[src/icrc_pkg.sv]
// Constants, types and register layout of the input capture and reload block.
// Operation
// Channel 2 edge select in config bits 7-6: 00 rising, 01 falling, 10 both, 11 no capture.
// Channel 1 edge select in config bits 5-4 uses the same encoding, 11 gives no capture.
// Channel 0 edge select in config bits 3-2 uses the same encoding, 11 gives no capture.
// Config bits 1-0 pick the reload trigger: 00 overflow, 01 to 11 capture channel 0 to 2.
// Flag bit 0 is set by a capture or reload event on channel 0.
// A read-only register at index a6h returns the low byte of the channel 2 capture.
// A read-only register at index a7h returns the high byte of the channel 2 capture.
// A qualifying edge copies the whole 16-bit count into both capture bytes at once.
package icrc_pkg;

   // ---------------------------------------------------------------
   // Bus geometry
   // ---------------------------------------------------------------
   localparam int unsigned ADDR_W   = 12;
   localparam int unsigned DATA_W   = 32;
   localparam int unsigned IDX_W    = 8;
   localparam int unsigned COUNT_W  = 16;
   localparam int unsigned NUM_CHAN = 3;
   localparam int unsigned FLAG_W   = 4;

   // ---------------------------------------------------------------
   // Register indices, byte address is four times the index
   // ---------------------------------------------------------------
   localparam logic [7:0] IDX_CONFIG    = 8'ha0;
   localparam logic [7:0] IDX_FLAGS     = 8'ha1;
   localparam logic [7:0] IDX_MASK      = 8'ha2;
   localparam logic [7:0] IDX_CAP2_LOW  = 8'ha6;
   localparam logic [7:0] IDX_CAP2_HIGH = 8'ha7;
   localparam logic [7:0] IDX_CAP0_LOW  = 8'ha8;
   localparam logic [7:0] IDX_CAP0_HIGH = 8'ha9;
   localparam logic [7:0] IDX_CAP1_LOW  = 8'haa;
   localparam logic [7:0] IDX_CAP1_HIGH = 8'hab;

   // ---------------------------------------------------------------
   // Field positions and reset values
   // ---------------------------------------------------------------
   localparam int unsigned CFG_RELOAD_LSB = 0;
   localparam int unsigned CFG_CH0_LSB    = 2;
   localparam int unsigned CFG_CH1_LSB    = 4;
   localparam int unsigned CFG_CH2_LSB    = 6;
   localparam int unsigned FLAG_RELOAD    = 3;
   localparam logic [7:0]  CONFIG_RESET   = 8'h00;
   localparam logic [FLAG_W-1:0] FLAGS_RESET = 4'h0;
   localparam logic [FLAG_W-1:0] MASK_RESET  = 4'h0;
   localparam logic [COUNT_W-1:0] CAP_RESET  = 16'h0000;

   // ---------------------------------------------------------------
   // Encodings
   // ---------------------------------------------------------------
   typedef enum logic [1:0] {
      EDGE_RISE = 2'b00,
      EDGE_FALL = 2'b01,
      EDGE_BOTH = 2'b10,
      EDGE_RSVD = 2'b11
   } icrc_edge_sel_type;

   typedef enum logic [1:0] {
      RELOAD_OVF  = 2'b00,
      RELOAD_CAP0 = 2'b01,
      RELOAD_CAP1 = 2'b10,
      RELOAD_CAP2 = 2'b11
   } icrc_reload_sel_type;

   // ---------------------------------------------------------------
   // State records
   // ---------------------------------------------------------------
   typedef struct packed {
      logic [2:0] sync;
      logic       level;
      logic       event_pulse;
   } icrc_edge_state_type;

   typedef struct packed {
      logic [7:0]                       cfg;
      logic [FLAG_W-1:0]                flags;
      logic [FLAG_W-1:0]                mask;
      logic [NUM_CHAN-1:0][COUNT_W-1:0] cap;
      logic                             reload;
      logic                             irq;
      logic                             pready;
      logic                             pslverr;
      logic [DATA_W-1:0]                prdata;
   } icrc_state_type;

endpackage : icrc_pkg

[src/icrc_capture_reload.sv]
// APB slave for three-channel input capture with selectable timer reload trigger.
`timescale 1ns/100ps
module icrc_capture_reload #(
   parameter int unsigned CHANNELS   = icrc_pkg::NUM_CHAN,
   parameter int unsigned COUNT_BITS = icrc_pkg::COUNT_W
) (
   input  wire logic                         pclk,
   input  wire logic                         presetn,
   input  wire logic                         psel,
   input  wire logic                         penable,
   input  wire logic                         pwrite,
   input  wire logic [icrc_pkg::ADDR_W-1:0]  paddr,
   input  wire logic [icrc_pkg::DATA_W-1:0]  pwdata,
   input  wire logic [3:0]                   pstrb,
   output logic      [icrc_pkg::DATA_W-1:0]  prdata,
   output logic                              pready,
   output logic                              pslverr,
   input  wire logic [icrc_pkg::COUNT_W-1:0] t2_count,
   input  wire logic                         t2_overflow,
   input  wire logic [icrc_pkg::NUM_CHAN-1:0] cap_pin,
   output logic                              t2_reload,
   output logic                              irq
);
   import icrc_pkg::*;

   // ---------------------------------------------------------------
   // Elaboration checks
   // ---------------------------------------------------------------
   generate
      if (CHANNELS != NUM_CHAN) begin : g_bad_channels
         $error("icrc_capture_reload serves exactly three capture channels");
      end
      if (COUNT_BITS != COUNT_W) begin : g_bad_count
         $error("icrc_capture_reload captures a sixteen bit count only");
      end
   endgenerate

   icrc_state_type           state_reg;
   icrc_state_type           state_next;
   logic [NUM_CHAN-1:0]      cap_event;
   logic [NUM_CHAN-1:0]      cap_level;
   logic                     reload_src;
   logic                     bus_setup;
   logic                     bus_access;
   logic                     addr_ok;
   logic [IDX_W-1:0]         reg_idx;
   logic [FLAG_W-1:0]        flag_set;
   logic [FLAG_W-1:0]        flag_clr;

   // ---------------------------------------------------------------
   // Capture channels
   // ---------------------------------------------------------------
   genvar ch;
   generate
      for (ch = 0; ch < NUM_CHAN; ch++) begin : g_chan
         icrc_edge_detect u_edge (
            .pclk        (pclk),
            .presetn     (presetn),
            .pin_in      (cap_pin[ch]),
            .edge_sel    (icrc_edge_sel_type'(state_reg.cfg[CFG_CH0_LSB + 2*ch +: 2])),
            .level       (cap_level[ch]),
            .event_pulse (cap_event[ch])
         );
      end
   endgenerate

   // ---------------------------------------------------------------
   // Reload source selection
   // ---------------------------------------------------------------
   always_comb begin
      reload_src = 1'b0;
      // reload trigger select
      case (icrc_reload_sel_type'(state_reg.cfg[CFG_RELOAD_LSB +: 2]))
         RELOAD_OVF: begin
            reload_src = t2_overflow;
         end
         RELOAD_CAP0: begin
            reload_src = cap_event[0];
         end
         RELOAD_CAP1: begin
            reload_src = cap_event[1];
         end
         RELOAD_CAP2: begin
            reload_src = cap_event[2];
         end
         default: begin
            reload_src = 1'b0;
         end
      endcase
   end

   // ---------------------------------------------------------------
   // Bus decode
   // ---------------------------------------------------------------
   assign bus_setup  = psel & ~penable;
   assign bus_access = psel & penable & state_reg.pready;
   assign reg_idx    = paddr[IDX_W+1:2];
   assign addr_ok    = (paddr[1:0] == 2'b00) && (paddr[ADDR_W-1:IDX_W+2] == '0);

   // ---------------------------------------------------------------
   // Next state
   // ---------------------------------------------------------------
   always_comb begin
      state_next        = state_reg;
      state_next.reload = reload_src;
      flag_clr          = '0;
      // channel flags set by channel events
      flag_set                = '0;
      flag_set[NUM_CHAN-1:0]  = cap_event;
      flag_set[FLAG_RELOAD]   = reload_src;

      // whole count copied on the edge
      for (int i = 0; i < NUM_CHAN; i++) begin
         if (cap_event[i]) begin
            state_next.cap[i] = t2_count;
         end
      end

      // Read data and error are prepared in the setup cycle.
      state_next.pready = bus_setup;
      if (bus_setup) begin
         state_next.prdata  = '0;
         state_next.pslverr = 1'b0;
         if (!addr_ok) begin
            state_next.pslverr = 1'b1;
         end else begin
            case (reg_idx)
               IDX_CONFIG: begin
                  state_next.prdata[7:0] = state_reg.cfg;
               end
               IDX_FLAGS: begin
                  state_next.prdata[FLAG_W-1:0] = state_reg.flags;
               end
               IDX_MASK: begin
                  state_next.prdata[FLAG_W-1:0] = state_reg.mask;
               end
               // channel 2 low byte
               IDX_CAP2_LOW: begin
                  state_next.prdata[7:0] = state_reg.cap[2][7:0];
               end
               // channel 2 high byte
               IDX_CAP2_HIGH: begin
                  state_next.prdata[7:0] = state_reg.cap[2][15:8];
               end
               IDX_CAP0_LOW: begin
                  state_next.prdata[7:0] = state_reg.cap[0][7:0];
               end
               IDX_CAP0_HIGH: begin
                  state_next.prdata[7:0] = state_reg.cap[0][15:8];
               end
               IDX_CAP1_LOW: begin
                  state_next.prdata[7:0] = state_reg.cap[1][7:0];
               end
               IDX_CAP1_HIGH: begin
                  state_next.prdata[7:0] = state_reg.cap[1][15:8];
               end
               default: begin
                  state_next.pslverr = 1'b1;
               end
            endcase
         end
      end

      // Writes take effect at the access edge; capture bytes ignore writes.
      if (bus_access && pwrite && !state_reg.pslverr && pstrb[0]) begin
         case (reg_idx)
            IDX_CONFIG: begin
               state_next.cfg = pwdata[7:0];
            end
            IDX_FLAGS: begin
               flag_clr = pwdata[FLAG_W-1:0];
            end
            IDX_MASK: begin
               state_next.mask = pwdata[FLAG_W-1:0];
            end
            default: begin
               state_next.mask = state_reg.mask;
            end
         endcase
      end

      // A new event outweighs a clear in the same cycle.
      state_next.flags = (state_reg.flags & ~flag_clr) | flag_set;
      state_next.irq   = |(state_next.flags & state_next.mask);
   end

   // ---------------------------------------------------------------
   // State register
   // ---------------------------------------------------------------
   always_ff @(posedge pclk or negedge presetn) begin
      if (!presetn) begin
         state_reg         <= '0;
         state_reg.cfg     <= CONFIG_RESET;
         state_reg.flags   <= FLAGS_RESET;
         state_reg.mask    <= MASK_RESET;
         state_reg.cap     <= {NUM_CHAN{CAP_RESET}};
      end else begin
         state_reg <= state_next;
      end
   end

   assign prdata    = state_reg.prdata;
   assign pready    = state_reg.pready;
   assign pslverr   = state_reg.pslverr;
   assign t2_reload = state_reg.reload;
   assign irq       = state_reg.irq;
endmodule : icrc_capture_reload

[src/icrc_edge_detect.sv]
// Pin synchroniser, change filter and edge qualifier for one capture channel.
`timescale 1ns/100ps
module icrc_edge_detect (
   input  wire logic                 pclk,
   input  wire logic                 presetn,
   input  wire logic                 pin_in,
   input  icrc_pkg::icrc_edge_sel_type edge_sel,
   output logic                      level,
   output logic                      event_pulse
);
   import icrc_pkg::*;

   icrc_edge_state_type state_reg;
   icrc_edge_state_type state_next;

   // ---------------------------------------------------------------
   // Filter and edge qualification
   // ---------------------------------------------------------------
   always_comb begin
      state_next             = state_reg;
      state_next.sync        = {state_reg.sync[1:0], pin_in};
      state_next.event_pulse = 1'b0;
      // A change counts only once the second and third stages agree.
      if ((state_reg.sync[1] == state_reg.sync[2]) && (state_reg.sync[2] != state_reg.level)) begin
         state_next.level = state_reg.sync[2];
         // edge kind select
         case (edge_sel)
            EDGE_RISE: begin
               state_next.event_pulse = state_reg.sync[2];
            end
            EDGE_FALL: begin
               state_next.event_pulse = ~state_reg.sync[2];
            end
            EDGE_BOTH: begin
               state_next.event_pulse = 1'b1;
            end
            default: begin
               state_next.event_pulse = 1'b0;
            end
         endcase
      end
   end

   always_ff @(posedge pclk or negedge presetn) begin
      if (!presetn) begin
         state_reg <= '0;
      end else begin
         state_reg <= state_next;
      end
   end

   assign level       = state_reg.level;
   assign event_pulse = state_reg.event_pulse;

endmodule : icrc_edge_detect

[config.mk]
export PLATFORM = sky130hd
export DESIGN_NAME = icrc_capture_reload
export DESIGN_NICKNAME = d
export VERILOG_FILES = /design/src/icrc_pkg.sv /design/src/icrc_capture_reload.sv /design/src/icrc_edge_detect.sv
export SDC_FILE = /design/constraint.sdc
export NUM_CORES = 1
export LEC_CHECK = 0
export ABC_AREA = 1
export BUFFER_PORTS_ARGS = -buffer_cell sky130_fd_sc_hd__buf_2
export CAP_MARGIN = 20
export CORE_UTILIZATION = 45
export DETAILED_ROUTE_END_ITERATION = 10
export HOLD_SLACK_MARGIN = 0.15
export PLACE_DENSITY = 0.69
export SKIP_CTS_REPAIR_TIMING = 1
export SYNTH_ARGS = -nofsm -noshare
export SYNTH_HDL_FRONTEND = slang
export SYNTH_SLANG_ARGS = --single-unit
export TNS_END_PERCENT = 1
[constraint.sdc]
create_clock -name pclk -period 2.7 [get_ports pclk]
set_input_delay 0.135 -clock pclk [delete_from_list [all_inputs] [get_ports pclk]]
set_output_delay 0.135 -clock pclk [all_outputs]
set_load 0.05 [all_outputs]
## Yosys cells after proc, flatten, opt, wreduce, memory -nomap -nowiden

Cells that the tools add are included.

- Output and inout port bits: 36
- Register bits: 91
- RAM bits: 0
- Input port bits: 73
- Latch bits: 0
- Memories: 0
- Bits in read-only memories: 0

- Muxes and demuxes: 16
- Shift operators: 0
- Divide/modulo/power cells: 0
- Eq/ne operators: 24
- Reductions and logical operators: 17
- Bitwise gates (word level): 11
- Add/sub/neg operators: 0
- Multiply operators: 0
- Magnitude comparators: 0

Operators with widths:

| kind | number |
|---|---|
| equality test 8 bit (second input constant) | 9 |
| case mux 4 bit (9 select lines) | 1 |
| case mux 4 bit (7 select lines) | 1 |
| two-way mux 4 bit | 4 |
| logical NOT 2 bit | 6 |
| equality test 2 bit (second input constant) | 5 |
| case mux 1 bit (3 select lines) | 3 |
| OR reduction 9 bit | 1 |
| AND 4 bit | 2 |
| equality test 2 x 1 -> 1 bit (second input constant) | 4 |
| two-way mux 8 bit | 1 |
| logical AND 1 bit | 7 |
| two-way mux 1 bit | 5 |
| NOT 1 bit | 4 |
| NOT 4 bit | 1 |
| OR 4 bit | 1 |
| case mux 1 bit (4 select lines) | 1 |
| OR reduction 4 bit | 1 |
| AND 1 bit | 3 |
| equality test 1 bit | 3 |
| != test 1 bit | 3 |
| AND reduction 2 bit | 1 |
| logical NOT 1 bit | 1 |

## Depth between registers and ports, before layout

Gate-level depths: netlist of run 1.

- Word-level depth: 11
- Gate-level depth with buffers: 12
- Depth with buffers taken out: 12

## By module

Synthesis of run 1 repeated with hierarchy kept, for this count alone.

- Cells, all modules: 567
- Area total of the unflattened synthesis: 4483.0 µm²

By module, submodules not included:

| module | times used | cells an instance | area each (µm²) |
|---|---|---|---|
| icrc_capture_reload | 1 | 513 | 3942.5 |
| icrc_edge_detect | 3 | 18 | 180.2 |

## Least setup slack after synthesis of run 1

OpenSTA, ideal clock, no wires.

- Path type: flip-flop to flip-flop
- Start point: register state_reg (netlist bit pready)
- End point: register state_reg[94] in the netlist's numbering
- Period minus slack after synthesis: 1680 ps
- Data arrival time: 1555 ps
- Slack: 1020 ps
- Stages on the path, launching flop included: 8
- Library setup time: 125 ps
- Buffers on the path: 1
- Required time: 2575 ps
- Cells stage by stage: dfrtp_1 nand2_1 nor2_4 nand2_4 inv_2 nand3_4 buf_6 mux2_4

- Longest elaborated chain between the ends: 5

Ends and longest elaborated chain:

| element | line | RTL |
|---|---|---|
| start, declared | icrc_capture_reload.sv:38 | `icrc_state_type state_reg;` |
| start signal, assigned | icrc_capture_reload.sv:198 | `state_reg <= state_next;` |
| AND 1 bit | icrc_capture_reload.sv:96 | `assign bus_access = psel & penable & state_reg.pready;` |
| logical AND 1 bit (3 in series) | icrc_capture_reload.sv:165 | `if (bus_access && pwrite && !state_reg.pslverr && pstrb[0]) begin` |
| AND reduction 2 bit (no line) | -- |  |

No other way between the ends.
A chain may end at the register's enable or synchronous reset.

==> results.txt, run 1 <==
Crit path buf inv count: 2
Synth warn: 0
Total CTS buffers: 9
Required time of the critical path: 2.99 ns
Worst path slowest cell: sky130_fd_sc_hd__dfrtp_1
Average wire per cell in the routed design: 13.46 um
Detailed placer's ending HPWL: 7.455 mm
Initial core utilization: 0.4643
Remaining Overflow, GRT: 0
Instance count of the mapped netlist: 575
Worst R2R End: irq$_DFF_PN0_
Most instantiated library cell after synthesis: sky130_fd_sc_hd__nand2_1
Overall die area: 10490 um^2
Share of post-route cells with drive strength above 1: 0.1593
Cell family with most CP delay: flip-flops
Die H: 102.4 um
FF-to-FF setup slack: 0.87 ns
Remaining antenna violation count: 0
Most used flip-flop cell after synthesis: sky130_fd_sc_hd__dfrtp_1
Delay of the slowest critical-path stage: 0.84 ns
Status: finished clean
Die W: 102.4 um
Number of iterations in the first detailed-routing pass: 5
Min setup slack post-route: 0.8722 ns
Count of vias placed by the detailed router: 3827
Number of synthesized flops with an enable pin: 0
Most common library cells after synthesis: sky130_fd_sc_hd__nand2_1 (219), sky130_fd_sc_hd__dfrtp_1 (91), sky130_fd_sc_hd__nand3_1 (60)
Fraction of the yosys area taken by sequential cells: 0.5018
CTS tree: yes
Longest Clk Path Bufs: 2
Static Leakage: 0.002794 uW
# diodes: 0
Ratio of total power to cell area: 521.1 nW/um^2
Worst Clk Skew: 0.007319 ns
Count of cell types in the netlist: 26
Beginning of the critical path: g_chan[1].u_edge.event_pulse$_DFF_PN0_
Final setup viols: 0
Clock transition at the register clock pins on the worst setup and hold paths after CTS: 0.08 ns
CP Capture Point: irq$_DFF_PN0_
Maximum number of pins on one net before global-route repair: 53
Clock root cell: sky130_fd_sc_hd__clkbuf_8
Clock sink total: 91
Layout fillers: 940
Type of destination of the critical path: register
Number of antenna violations at the first check in global routing: 0
CORE AREA: 9774 um^2
Relative slew margins: 0.4972
Count of state elements after synthesis: 91
Most area-hungry cell type in the Yosys netlist: sky130_fd_sc_hd__dfrtp_1
Flip-flop count of the largest register, all copies and words added: 64
Critical Path Most Common Cell: sky130_fd_sc_hd__nand2_1
Worst skew pair latency: 0.35 ns
Area share of the leading cell type in the synthesized netlist: 0.5018
Post-Route Utilization: 0.5415
Final-layout worst hold slack: 0.1537 ns
Wire length after detailed routing: 10.66 mm
Final Max Tran Viols: 0
Vias per std cell: 4.832
Classification of the worst setup path: register to register
Sequential cell area: 2277 um^2
Post-layout nets: 729
Stages on the worst setup path: 6
Avg Synthesized Cell Area: 7.892 um^2
Final worst-path cycle share: 0.6770
Beginning of the worst register-to-register path: g_chan[1].u_edge.event_pulse$_DFF_PN0_
Max cap viols: 0
Number of core rows: 36
Peak Freq: 547.1 MHz
Tightest Pin Transition: 0.7541 ns
Clock period minus worst slack: 1.828 ns
Unrepaired setup endpoints after global routing: false
Chain of cells forming the critical path: inv_1 -> nand2_1 -> nand2_1 -> nand2_1 -> inv_1 -> nand2_1
GRT Total Usage: 0.2185
Worst setup timing slack at the placement stage: 0.9408 ns
Multi-input gate area in the final layout: 1829 um^2
Global-route wire length before repair: 17.04 mm
Vias in the first global route: 3505
Initial DRC count: 177
Residual DRC: 0
Number of failing hold endpoints at the final stage: 0
Total of buffers placed on input and output ports: 57
Highest fanout seen on the critical path: 22
Setup crit start kind: register
I/O pin cnt: 109
Total number of H-tree levels: 3
Area growth from synthesis to layout: 16.63%
Worst r2r path cells: 6
Area of the mapped netlist: 4538 um^2
Data arrival time of the worst path: 2.12 ns
Min-Delay Path Class: input port to register
Routability Congestion: 0.8615
Sum of negative setup slack: 0 ns
VDD IR max: 0.2557 mV
Proportion of synthesized flip-flops having asynchronous set or reset: 1.000
Synth top area cells: sky130_fd_sc_hd__dfrtp_1 (50%), sky130_fd_sc_hd__nand2_1 (18%), sky130_fd_sc_hd__nand3_1 (6.6%), sky130_fd_sc_hd__buf_4 (5.3%), sky130_fd_sc_hd__nor2_1 (3.5%)
[worst min path at each step]
stage | cells past startpoint | endpoint | startpoint | slack [ns]
after floorplan | 0 | g_chan[0].u_edge.event_pulse$_DFF_PN0_ | presetn | -0.16
after global placement | 1 | t2_reload$_DFF_PN0_ | presetn | 0.15
after detailed placement | 1 | state_reg[91]$_DFF_PN0_ | presetn | 0.16
after CTS | 1 | state_reg[91]$_DFF_PN0_ | presetn | -0.24
after global routing | 5 | t2_reload$_DFF_PN0_ | t2_overflow | 0.18
final | 5 | t2_reload$_DFF_PN0_ | t2_overflow | 0.15
[kinds of logic (layout without fill, tap and decap cells)]
group | Yosys count | count (layout) | synth area share
AOI/OAI and AO/OA | 34 | 34 | 0.03888
xor gates and xnor gates | 3 | 3 | 0.005791
buffers and inverters | 95 | 156 | 0.1141
other | 1 | 24 | 0.0008263
and+or+nand+nor | 347 | 347 | 0.3270
muxes | 4 | 4 | 0.01158
DFF | 91 | 91 | 0.5018
[metrics by stage]
step	total power, uW	std cells	cell area, um^2
2_1_floorplan	1755	598	4624
3_3_place_gp	1841	748	4810
3_5_place_dp	1855	748	4810
4_1_cts	2749	762	4992
5_1_grt	2896	792	5293
6_report	2758	792	5293
[report_power, final]
group	internal (uW)	switching [uW]	total, uW	leakage [uW]
sequential	1460	47.2	1500	0.000990
clock	445	453	897	0.0000885
combinational	108	248	356	0.00172
total	2010	748	2760	0.00279
[placed cells by master (no fill, tap or decap), drive strengths merged]
cell,netlist,layout
a21oi,6,6
nand3,61,61
a22oi,1,1
xor2,3,3
mux2,4,4
conb,1,24
o21ai,27,27
dfrtp,91,91
bufinv,0,1
nor2,54,54
nand4,8,8
clkinv,3,3
clkbuf,8,12
buf,40,65
nand2,224,224
inv,44,44
dlygate4sd3,0,30
clkinvlp,0,1
[routing by layer]
layer,up-vias,part of all wire,GRT usage
met5,-,0,0
met4,0,0.018,0.08352
met3,17,0.048,0.04993
met2,115,0.45,0.3364
met1,1800,0.48,0.3000
li1,1895,-,-
[final cells by class]
| cell class | count | area share |
|---|---|---|
| clock buffers | 12 | 0.02742 |
| clock inverters | 2 | 0.007092 |
| inverters | 47 | 0.03333 |
| multi-input cells | 412 | 0.3456 |
| flip-flops and latches | 91 | 0.4303 |
| well taps | 133 | 0.03144 |
| repair buffers | 95 | 0.1248 |
[worst reg2reg max path, cell delays in order, from the launching register on]
cell and delay, ns:
sky130_fd_sc_hd__dfrtp_1 0.84, sky130_fd_sc_hd__inv_1 0.50, sky130_fd_sc_hd__nand2_1 0.22, sky130_fd_sc_hd__nand2_1 0.07
sky130_fd_sc_hd__nand2_1 0.06, sky130_fd_sc_hd__inv_1 0.04, sky130_fd_sc_hd__nand2_1 0.05
(Power assumes the default switching activity.)
==> run 2: changes to the inputs <==
==> constraint.sdc (replaced) <==
create_clock -name pclk -period 1.9 [get_ports pclk]
set_input_delay 0.095 -clock pclk [delete_from_list [all_inputs] [get_ports pclk]]
set_output_delay 0.095 -clock pclk [all_outputs]
set_load 0.05 [all_outputs]
==> results.txt, run 2 (same netlist as run 1, synthesis figures left out) <==
Post-layout nets: 733 (+0.55%)
Flip-flop count of the largest register, all copies and words added: 64 (unchanged)
# diodes: 0 (unchanged)
Min setup slack post-route: 0.4231 ns (-0.4490 ns)
Tightest Pin Transition: 0.6246 ns (-0.1295 ns)
VDD IR max: 0.6386 mV (+150%)
Unrepaired setup endpoints after global routing: false
Most used cells in the layout excluding fill and tap cells: sky130_fd_sc_hd__nand2_1 (219), sky130_fd_sc_hd__dfrtp_1 (91), sky130_fd_sc_hd__nand3_1 (60)
Vias in the first global route: 3546 (+1.2%)
Final worst-path cycle share: 0.7773 (+0.1003)
Worst r2r path cells: 7 (+1)
CORE AREA: 9774 um^2 (unchanged)
Sum of negative setup slack: 0 ns (unchanged)
Relative slew margins: 0.5836 (+0.08636)
Initial core utilization: 0.4643 (unchanged)
Clock sink total: 91 (unchanged)
Clock root cell: sky130_fd_sc_hd__clkbuf_8
Leading cell type in the layout, fill and taps excluded: sky130_fd_sc_hd__nand2_1
Setup crit start kind: register
Wire length after detailed routing: 10.58 mm (-0.68%)
Ratio of total power to cell area: 749.5 nW/um^2 (+44%)
Sequential cell area: 2277 um^2 (unchanged)
Maximum number of pins on one net before global-route repair: 49 (-7.5%)
Terminating pin of the worst hold path: t2_reload$_DFF_PN0_
GRT Total Usage: 0.2140 (-0.004459)
Worst Clk Skew: 0.01437 ns (+0.007048 ns)
Layout fillers: 979 (+4.1%)
Worst hold path cell count: 5 (unchanged)
Met3 routing resource usage after global routing: 0.03762 (-0.01231)
Required time of the critical path: 2.15 ns (-0.84 ns)
Average wire per cell in the routed design: 13.26 um (-1.4%)
Type of destination of the critical path: register
Remaining Overflow, GRT: 0 (unchanged)
Clock period minus worst slack: 1.477 ns (-0.3510 ns)
Clock transition at the register clock pins on the worst setup and hold paths after CTS: 0.09 ns (about the same)
Die H: 102.4 um (unchanged)
Chain of cells forming the critical path: inv_1 -> nand2_1 -> nor2_4 -> nand2_4 -> inv_2 -> nand3_4 -> mux2_4
Post-place instance area: 4840 um^2 (+0.62%)
Number of antenna violations at the first check in global routing: 0 (unchanged)
Initial DRC count: 231 (+31%)
Longest Clk Path Bufs: 2 (unchanged)
Worst skew pair latency: 0.36 ns (about the same)
Vias per std cell: 4.827 (-0.10%)
Number of iterations in the first detailed-routing pass: 4 (-1)
Worst R2R End: state_reg[95]$_DFFE_PN0P_
Detailed placer's ending HPWL: 7.457 mm (about the same)
Data arrival time of the worst path: 1.72 ns (-0.40 ns)
Residual DRC: 0 (unchanged)
Number of failing hold endpoints at the final stage: 0 (unchanged)
Overall die area: 10490 um^2 (unchanged)
Count of vias placed by the detailed router: 3852 (+0.65%)
Final setup viols: 0 (unchanged)
Total CTS buffers: 9 (unchanged)
Delay of the slowest critical-path stage: 0.38 ns (-0.46 ns)
Status: finished clean
Crit path buf inv count: 2 (unchanged)
Min-Delay Path Class: input port to register
Classification of the worst setup path: register to register
Cell family with most CP delay: simple AND/OR/NAND/NOR gates
Beginning of the worst register-to-register path: pslverr$_DFFE_PN0P_
Summed area of non-filler cells in the final layout: 5351 um^2 (+1.1%)
CTS tree: yes
Total number of H-tree levels: 3 (unchanged)
Hold path startpoint: t2_overflow
Global-route track usage on met1: 0.2922 (-0.007805)
Routability Congestion: 0.8340 (-3.2%)
Met2 layer usage reported by global route: 0.3487 (+0.01231)
Area growth from synthesis to layout: 17.92%
Global-route wire length before repair: 16.89 mm (-0.89%)
GRT busiest layer: met2
Share of post-route cells with drive strength above 1: 0.1684 (+0.009089)
Total power: 4011 uW (+45%)
Multi-input gate area in the final layout: 1829 um^2 (unchanged)
Number of core rows: 36 (unchanged)
Beginning of the critical path: pslverr$_DFFE_PN0P_
Static Leakage: 0.002833 uW (+1.4%)
Worst setup timing slack at the placement stage: 0.3328 ns (-0.6079 ns)
Peak Freq: 677.1 MHz (+24%)
Total of buffers placed on input and output ports: 57 (unchanged)
Die W: 102.4 um (unchanged)
I/O pin cnt: 109 (unchanged)
Max cap viols: 0 (unchanged)
Final Max Tran Viols: 0 (unchanged)
Highest fanout seen on the critical path: 12 (-45%)
Worst path slowest cell: sky130_fd_sc_hd__dfrtp_1
Remaining antenna violation count: 0 (unchanged)
FF-to-FF setup slack: 0.42 ns (-0.45 ns)
-- run 2: worst reg2reg max path, stage by stage, from the launching register on --
cell and delay (ns):
sky130_fd_sc_hd__dfrtp_1 0.38, sky130_fd_sc_hd__inv_1 0.07, sky130_fd_sc_hd__nand2_1 0.08, sky130_fd_sc_hd__nor2_4 0.16, sky130_fd_sc_hd__nand2_4 0.08, sky130_fd_sc_hd__inv_2 0.08
sky130_fd_sc_hd__nand3_4 0.16, sky130_fd_sc_hd__mux2_4 0.35
-- run 2: power breakdown --
group / internal (uW) / total, uW / switching [uW]
logic: 156 / 505 / 349
clock network: 690 / 1370 / 682
registers: 2070 / 2130 / 63.0
total: 2920 / 4010 / 1090
-- run 2: metal layers --
layer / up-vias / share of wire
met1: 1804 / 0.46
met5: - / 0
li1: 1915 / -
met4: 0 / 0.012
met2: 123 / 0.47
met3: 10 / 0.056
-- run 2: per-stage QoR --
stage / hold WS (ns) / utilization / std cells
floorplan: -0.2006 / - / 598
global placement: 0.1518 / 0.4951 / 752
detailed placement: 0.1583 / 0.4951 / 752
CTS: -0.2308 / 0.5168 / 768
global route: 0.1740 / 0.5475 / 798
finish: 0.1152 / 0.5475 / 798
-- run 2: final cells by class --
cell class,instances,share of cell area
Clock inverter,4,0.01052
Clock buffer,12,0.02899
Tap cell,133,0.03110
Multi-Input combinational cell,412,0.3418
Sequential cell,91,0.4255
Timing Repair Buffer,99,0.1291
Inverter,47,0.03297
-- run 2: worst max path at each step --
stage                                           end  slack [ns]  cells past startpoint
after global placement        prdata[6]$_DFFE_PN0P_        0.35                     11
after global routing            pslverr$_DFFE_PN0P_        0.28                      6
after CTS                 state_reg[94]$_DFFE_PN0P_        0.41                      7
after detailed placement      prdata[6]$_DFFE_PN0P_        0.33                     11
after floorplan           state_reg[94]$_DFFE_PN0P_        0.22                      7
final                     state_reg[95]$_DFFE_PN0P_        0.42                      7
==> run 3: changes to the inputs <==
==> constraint.sdc (replaced) <==
create_clock -name pclk -period 1.4 [get_ports pclk]
set_input_delay 0.07 -clock pclk [delete_from_list [all_inputs] [get_ports pclk]]
set_output_delay 0.07 -clock pclk [all_outputs]
set_load 0.05 [all_outputs]
==> results.txt, run 3 (same netlist as run 1, synthesis figures left out) <==
Number of failing hold endpoints at the final stage: 0 (unchanged)
CORE AREA: 9774 um^2 (unchanged)
Layout fillers: 930 (-5.0%)
Internal: 3836 uW (+32%)
Vias per std cell: 4.782 (-0.93%)
I/O pin cnt: 109 (unchanged)
Clock share of power: 0.329 (-0.013)
Portion of total power attributed to sequential cells: 0.540 (+0.008)
Crit path buf inv count: 2 (unchanged)
Initial core utilization: 0.4643 (unchanged)
Peak Freq: 734.1 MHz (+8.4%)
Count of vias placed by the detailed router: 3864 (+0.31%)
Worst path slowest cell: sky130_fd_sc_hd__dfrtp_2
CTS tree: yes
Type of destination of the critical path: register
Switching pwr: 1541 uW (+41%)
Beginning of the worst register-to-register path: pslverr$_DFFE_PN0P_
Ratio of total power to cell area: 984.1 nW/um^2 (+31%)
Total number of H-tree levels: 3 (unchanged)
Min setup slack post-route: 0.03785 ns (-0.3853 ns)
Number of iterations in the first detailed-routing pass: 4 (unchanged)
Final setup viols: 0 (unchanged)
Clock period minus worst slack: 1.362 ns (-0.1147 ns)
Hold path startpoint: paddr[0]
Terminating pin of the worst hold path: pslverr$_DFFE_PN0P_
# diodes: 0 (unchanged)
Detailed placer's ending HPWL: 7.573 mm (+1.6%)
Maximum number of pins on one net before global-route repair: 45 (-8.2%)
Post-layout nets: 743 (+1.4%)
GRT Total Usage: 0.2225 (+0.008483)
Share of post-route cells with drive strength above 1: 0.1941 (+0.02565)
Number of core rows: 36 (unchanged)
Data arrival time of the worst path: 1.62 ns (-0.10 ns)
Classification of the worst setup path: register to register
Die H: 102.4 um (unchanged)
Leading cell type in the layout, fill and taps excluded: sky130_fd_sc_hd__nand2_1
Post-Route Utilization: 0.5590 (+0.01152)
Static Leakage: 0.002874 uW (+1.5%)
Worst r2r path cells: 7 (unchanged)
Most used cells in the layout excluding fill and tap cells: sky130_fd_sc_hd__nand2_1 (217), sky130_fd_sc_hd__dfrtp_1 (89), sky130_fd_sc_hd__nand3_1 (60)
Setup crit start kind: register
Clock sink total: 91 (unchanged)
Max cap viols: 0 (unchanged)
Cell family with most CP delay: flip-flops
Min-Delay Path Class: input port to register
Total of buffers placed on input and output ports: 57 (unchanged)
Wire length after detailed routing: 10.82 mm (+2.2%)
Average wire per cell in the routed design: 13.39 um (+0.98%)
Remaining antenna violation count: 0 (unchanged)
Overall die area: 10490 um^2 (unchanged)
FF-to-FF setup slack: 0.04 ns (-0.39 ns)
Status: finished clean
Vias in the first global route: 3563 (+0.48%)
Proportion of power drawn by combinational gates: 0.131 (+0.005)
Delay of the slowest critical-path stage: 0.42 ns (+0.04 ns)
Initial DRC count: 215 (-6.9%)
Remaining Overflow, GRT: 0 (unchanged)
VDD IR max: 0.6640 mV (+4.0%)
Chain of cells forming the critical path: inv_2 -> nand2_2 -> nor2_4 -> nand2_4 -> inv_4 -> nand3_4 -> mux2_4
Worst Clk Skew: 0.01373 ns (-0.0006349 ns)
Number of antenna violations at the first check in global routing: 0 (unchanged)
Final Max Tran Viols: 0 (unchanged)
Final worst-path cycle share: 0.9730 (+0.1957)
Worst R2R End: state_reg[95]$_DFFE_PN0P_
Longest Clk Path Bufs: 2 (unchanged)
Area growth from synthesis to layout: 20.40%
Non-filler cells, final: 808 (+1.3%)
Number of cells after detailed placement: 759 (+0.93%)
Worst setup timing slack at the placement stage: -0.01722 ns (-0.3500 ns)
Worst hold path cell count: 5 (unchanged)
Die W: 102.4 um (unchanged)
Stages on the worst setup path: 7 (unchanged)
Highest fanout seen on the critical path: 5 (-7)
Unrepaired setup endpoints after global routing: true
Sw Share: 0.2866 (+0.01384)
Flip-flop count of the largest register, all copies and words added: 64 (unchanged)
Clock transition at the register clock pins on the worst setup and hold paths after CTS: 0.10 ns (about the same)
Global-route wire length before repair: 17.39 mm (+2.9%)
Required time of the critical path: 1.66 ns (-0.49 ns)
Clock root cell: sky130_fd_sc_hd__clkbuf_8
Routability Congestion: 0.8588 (+3.0%)
Residual DRC: 0 (unchanged)
Total CTS buffers: 9 (unchanged)
Worst skew pair latency: 0.37 ns (about the same)
## run 3: metrics by stage
| stage | total power, uW | hold slack (ns) | TNS [ns] | area, um^2 |
|---|---|---|---|---|
| floorplan | 3385 | -0.2256 | -0.3821 | 4629 |
| global placement | 3567 | 0.03962 | -0.0002557 | 4922 |
| detailed placement | 3588 | 0.04506 | -0.02245 | 4922 |
| CTS | 5336 | -0.3580 | -0.04802 | 5120 |
| global route | 5613 | 0.1515 | -0.4128 | 5464 |
| finish | 5377 | 0.1181 | 0 | 5464 |
## run 3: area by class of cell
class | instances | area (um^2) | share of cell area
clock buffers | 12 | 165.2 | 0.03023
clock inverters | 4 | 32.53 | 0.005954
inverters | 47 | 178.9 | 0.03275
multi-input cells | 412 | 1844 | 0.3375
flip-flops and latches | 91 | 2280 | 0.4172
well taps | 133 | 166.4 | 0.03046
repair buffers | 109 | 797.0 | 0.1459
## run 3: worst register-to-register path: cells and delay by family (launching register included)
| kind | cells | cell delay, ns |
|---|---|---|
| muxes | 1 | 0.32 |
| and+or+nand+nor | 4 | 0.39 |
| DFF | 1 | 0.42 |
| buffers and inverters | 2 | 0.13 |
## run 3: per-layer routing
| layer | vias up | wire [um] | global-route usage |
|---|---|---|---|
| met5 | - | 0 | 0 |
| met4 | 0 | 178 | 0.08791 |
| met3 | 13 | 560 | 0.03215 |
| met2 | 129 | 5161 | 0.3692 |
| met1 | 1796 | 4922 | 0.2938 |
| li1 | 1926 | - | - |
## run 3: worst max-delay path by stage
stage,start,endpoint
after CTS,pslverr$_DFFE_PN0P_,state_reg[97]$_DFFE_PN0P_
after detailed placement,pslverr$_DFFE_PN0P_,state_reg[97]$_DFFE_PN0P_
final,pslverr$_DFFE_PN0P_,state_reg[95]$_DFFE_PN0P_
after global placement,paddr[4],prdata[6]$_DFFE_PN0P_
after floorplan,pslverr$_DFFE_PN0P_,state_reg[94]$_DFFE_PN0P_
after global routing,pslverr$_DFFE_PN0P_,irq$_DFF_PN0_
## run 3: power groups by stage
stage                     logic [uW]  clock network [uW]  registers (uW)
after floorplan                  445                   0            2940
after detailed placement         636                   0            2950
after CTS                        640                1800            2900
final                            705                1770            2900
after global routing             787                1900            2920
after global placement           622                   0            2950
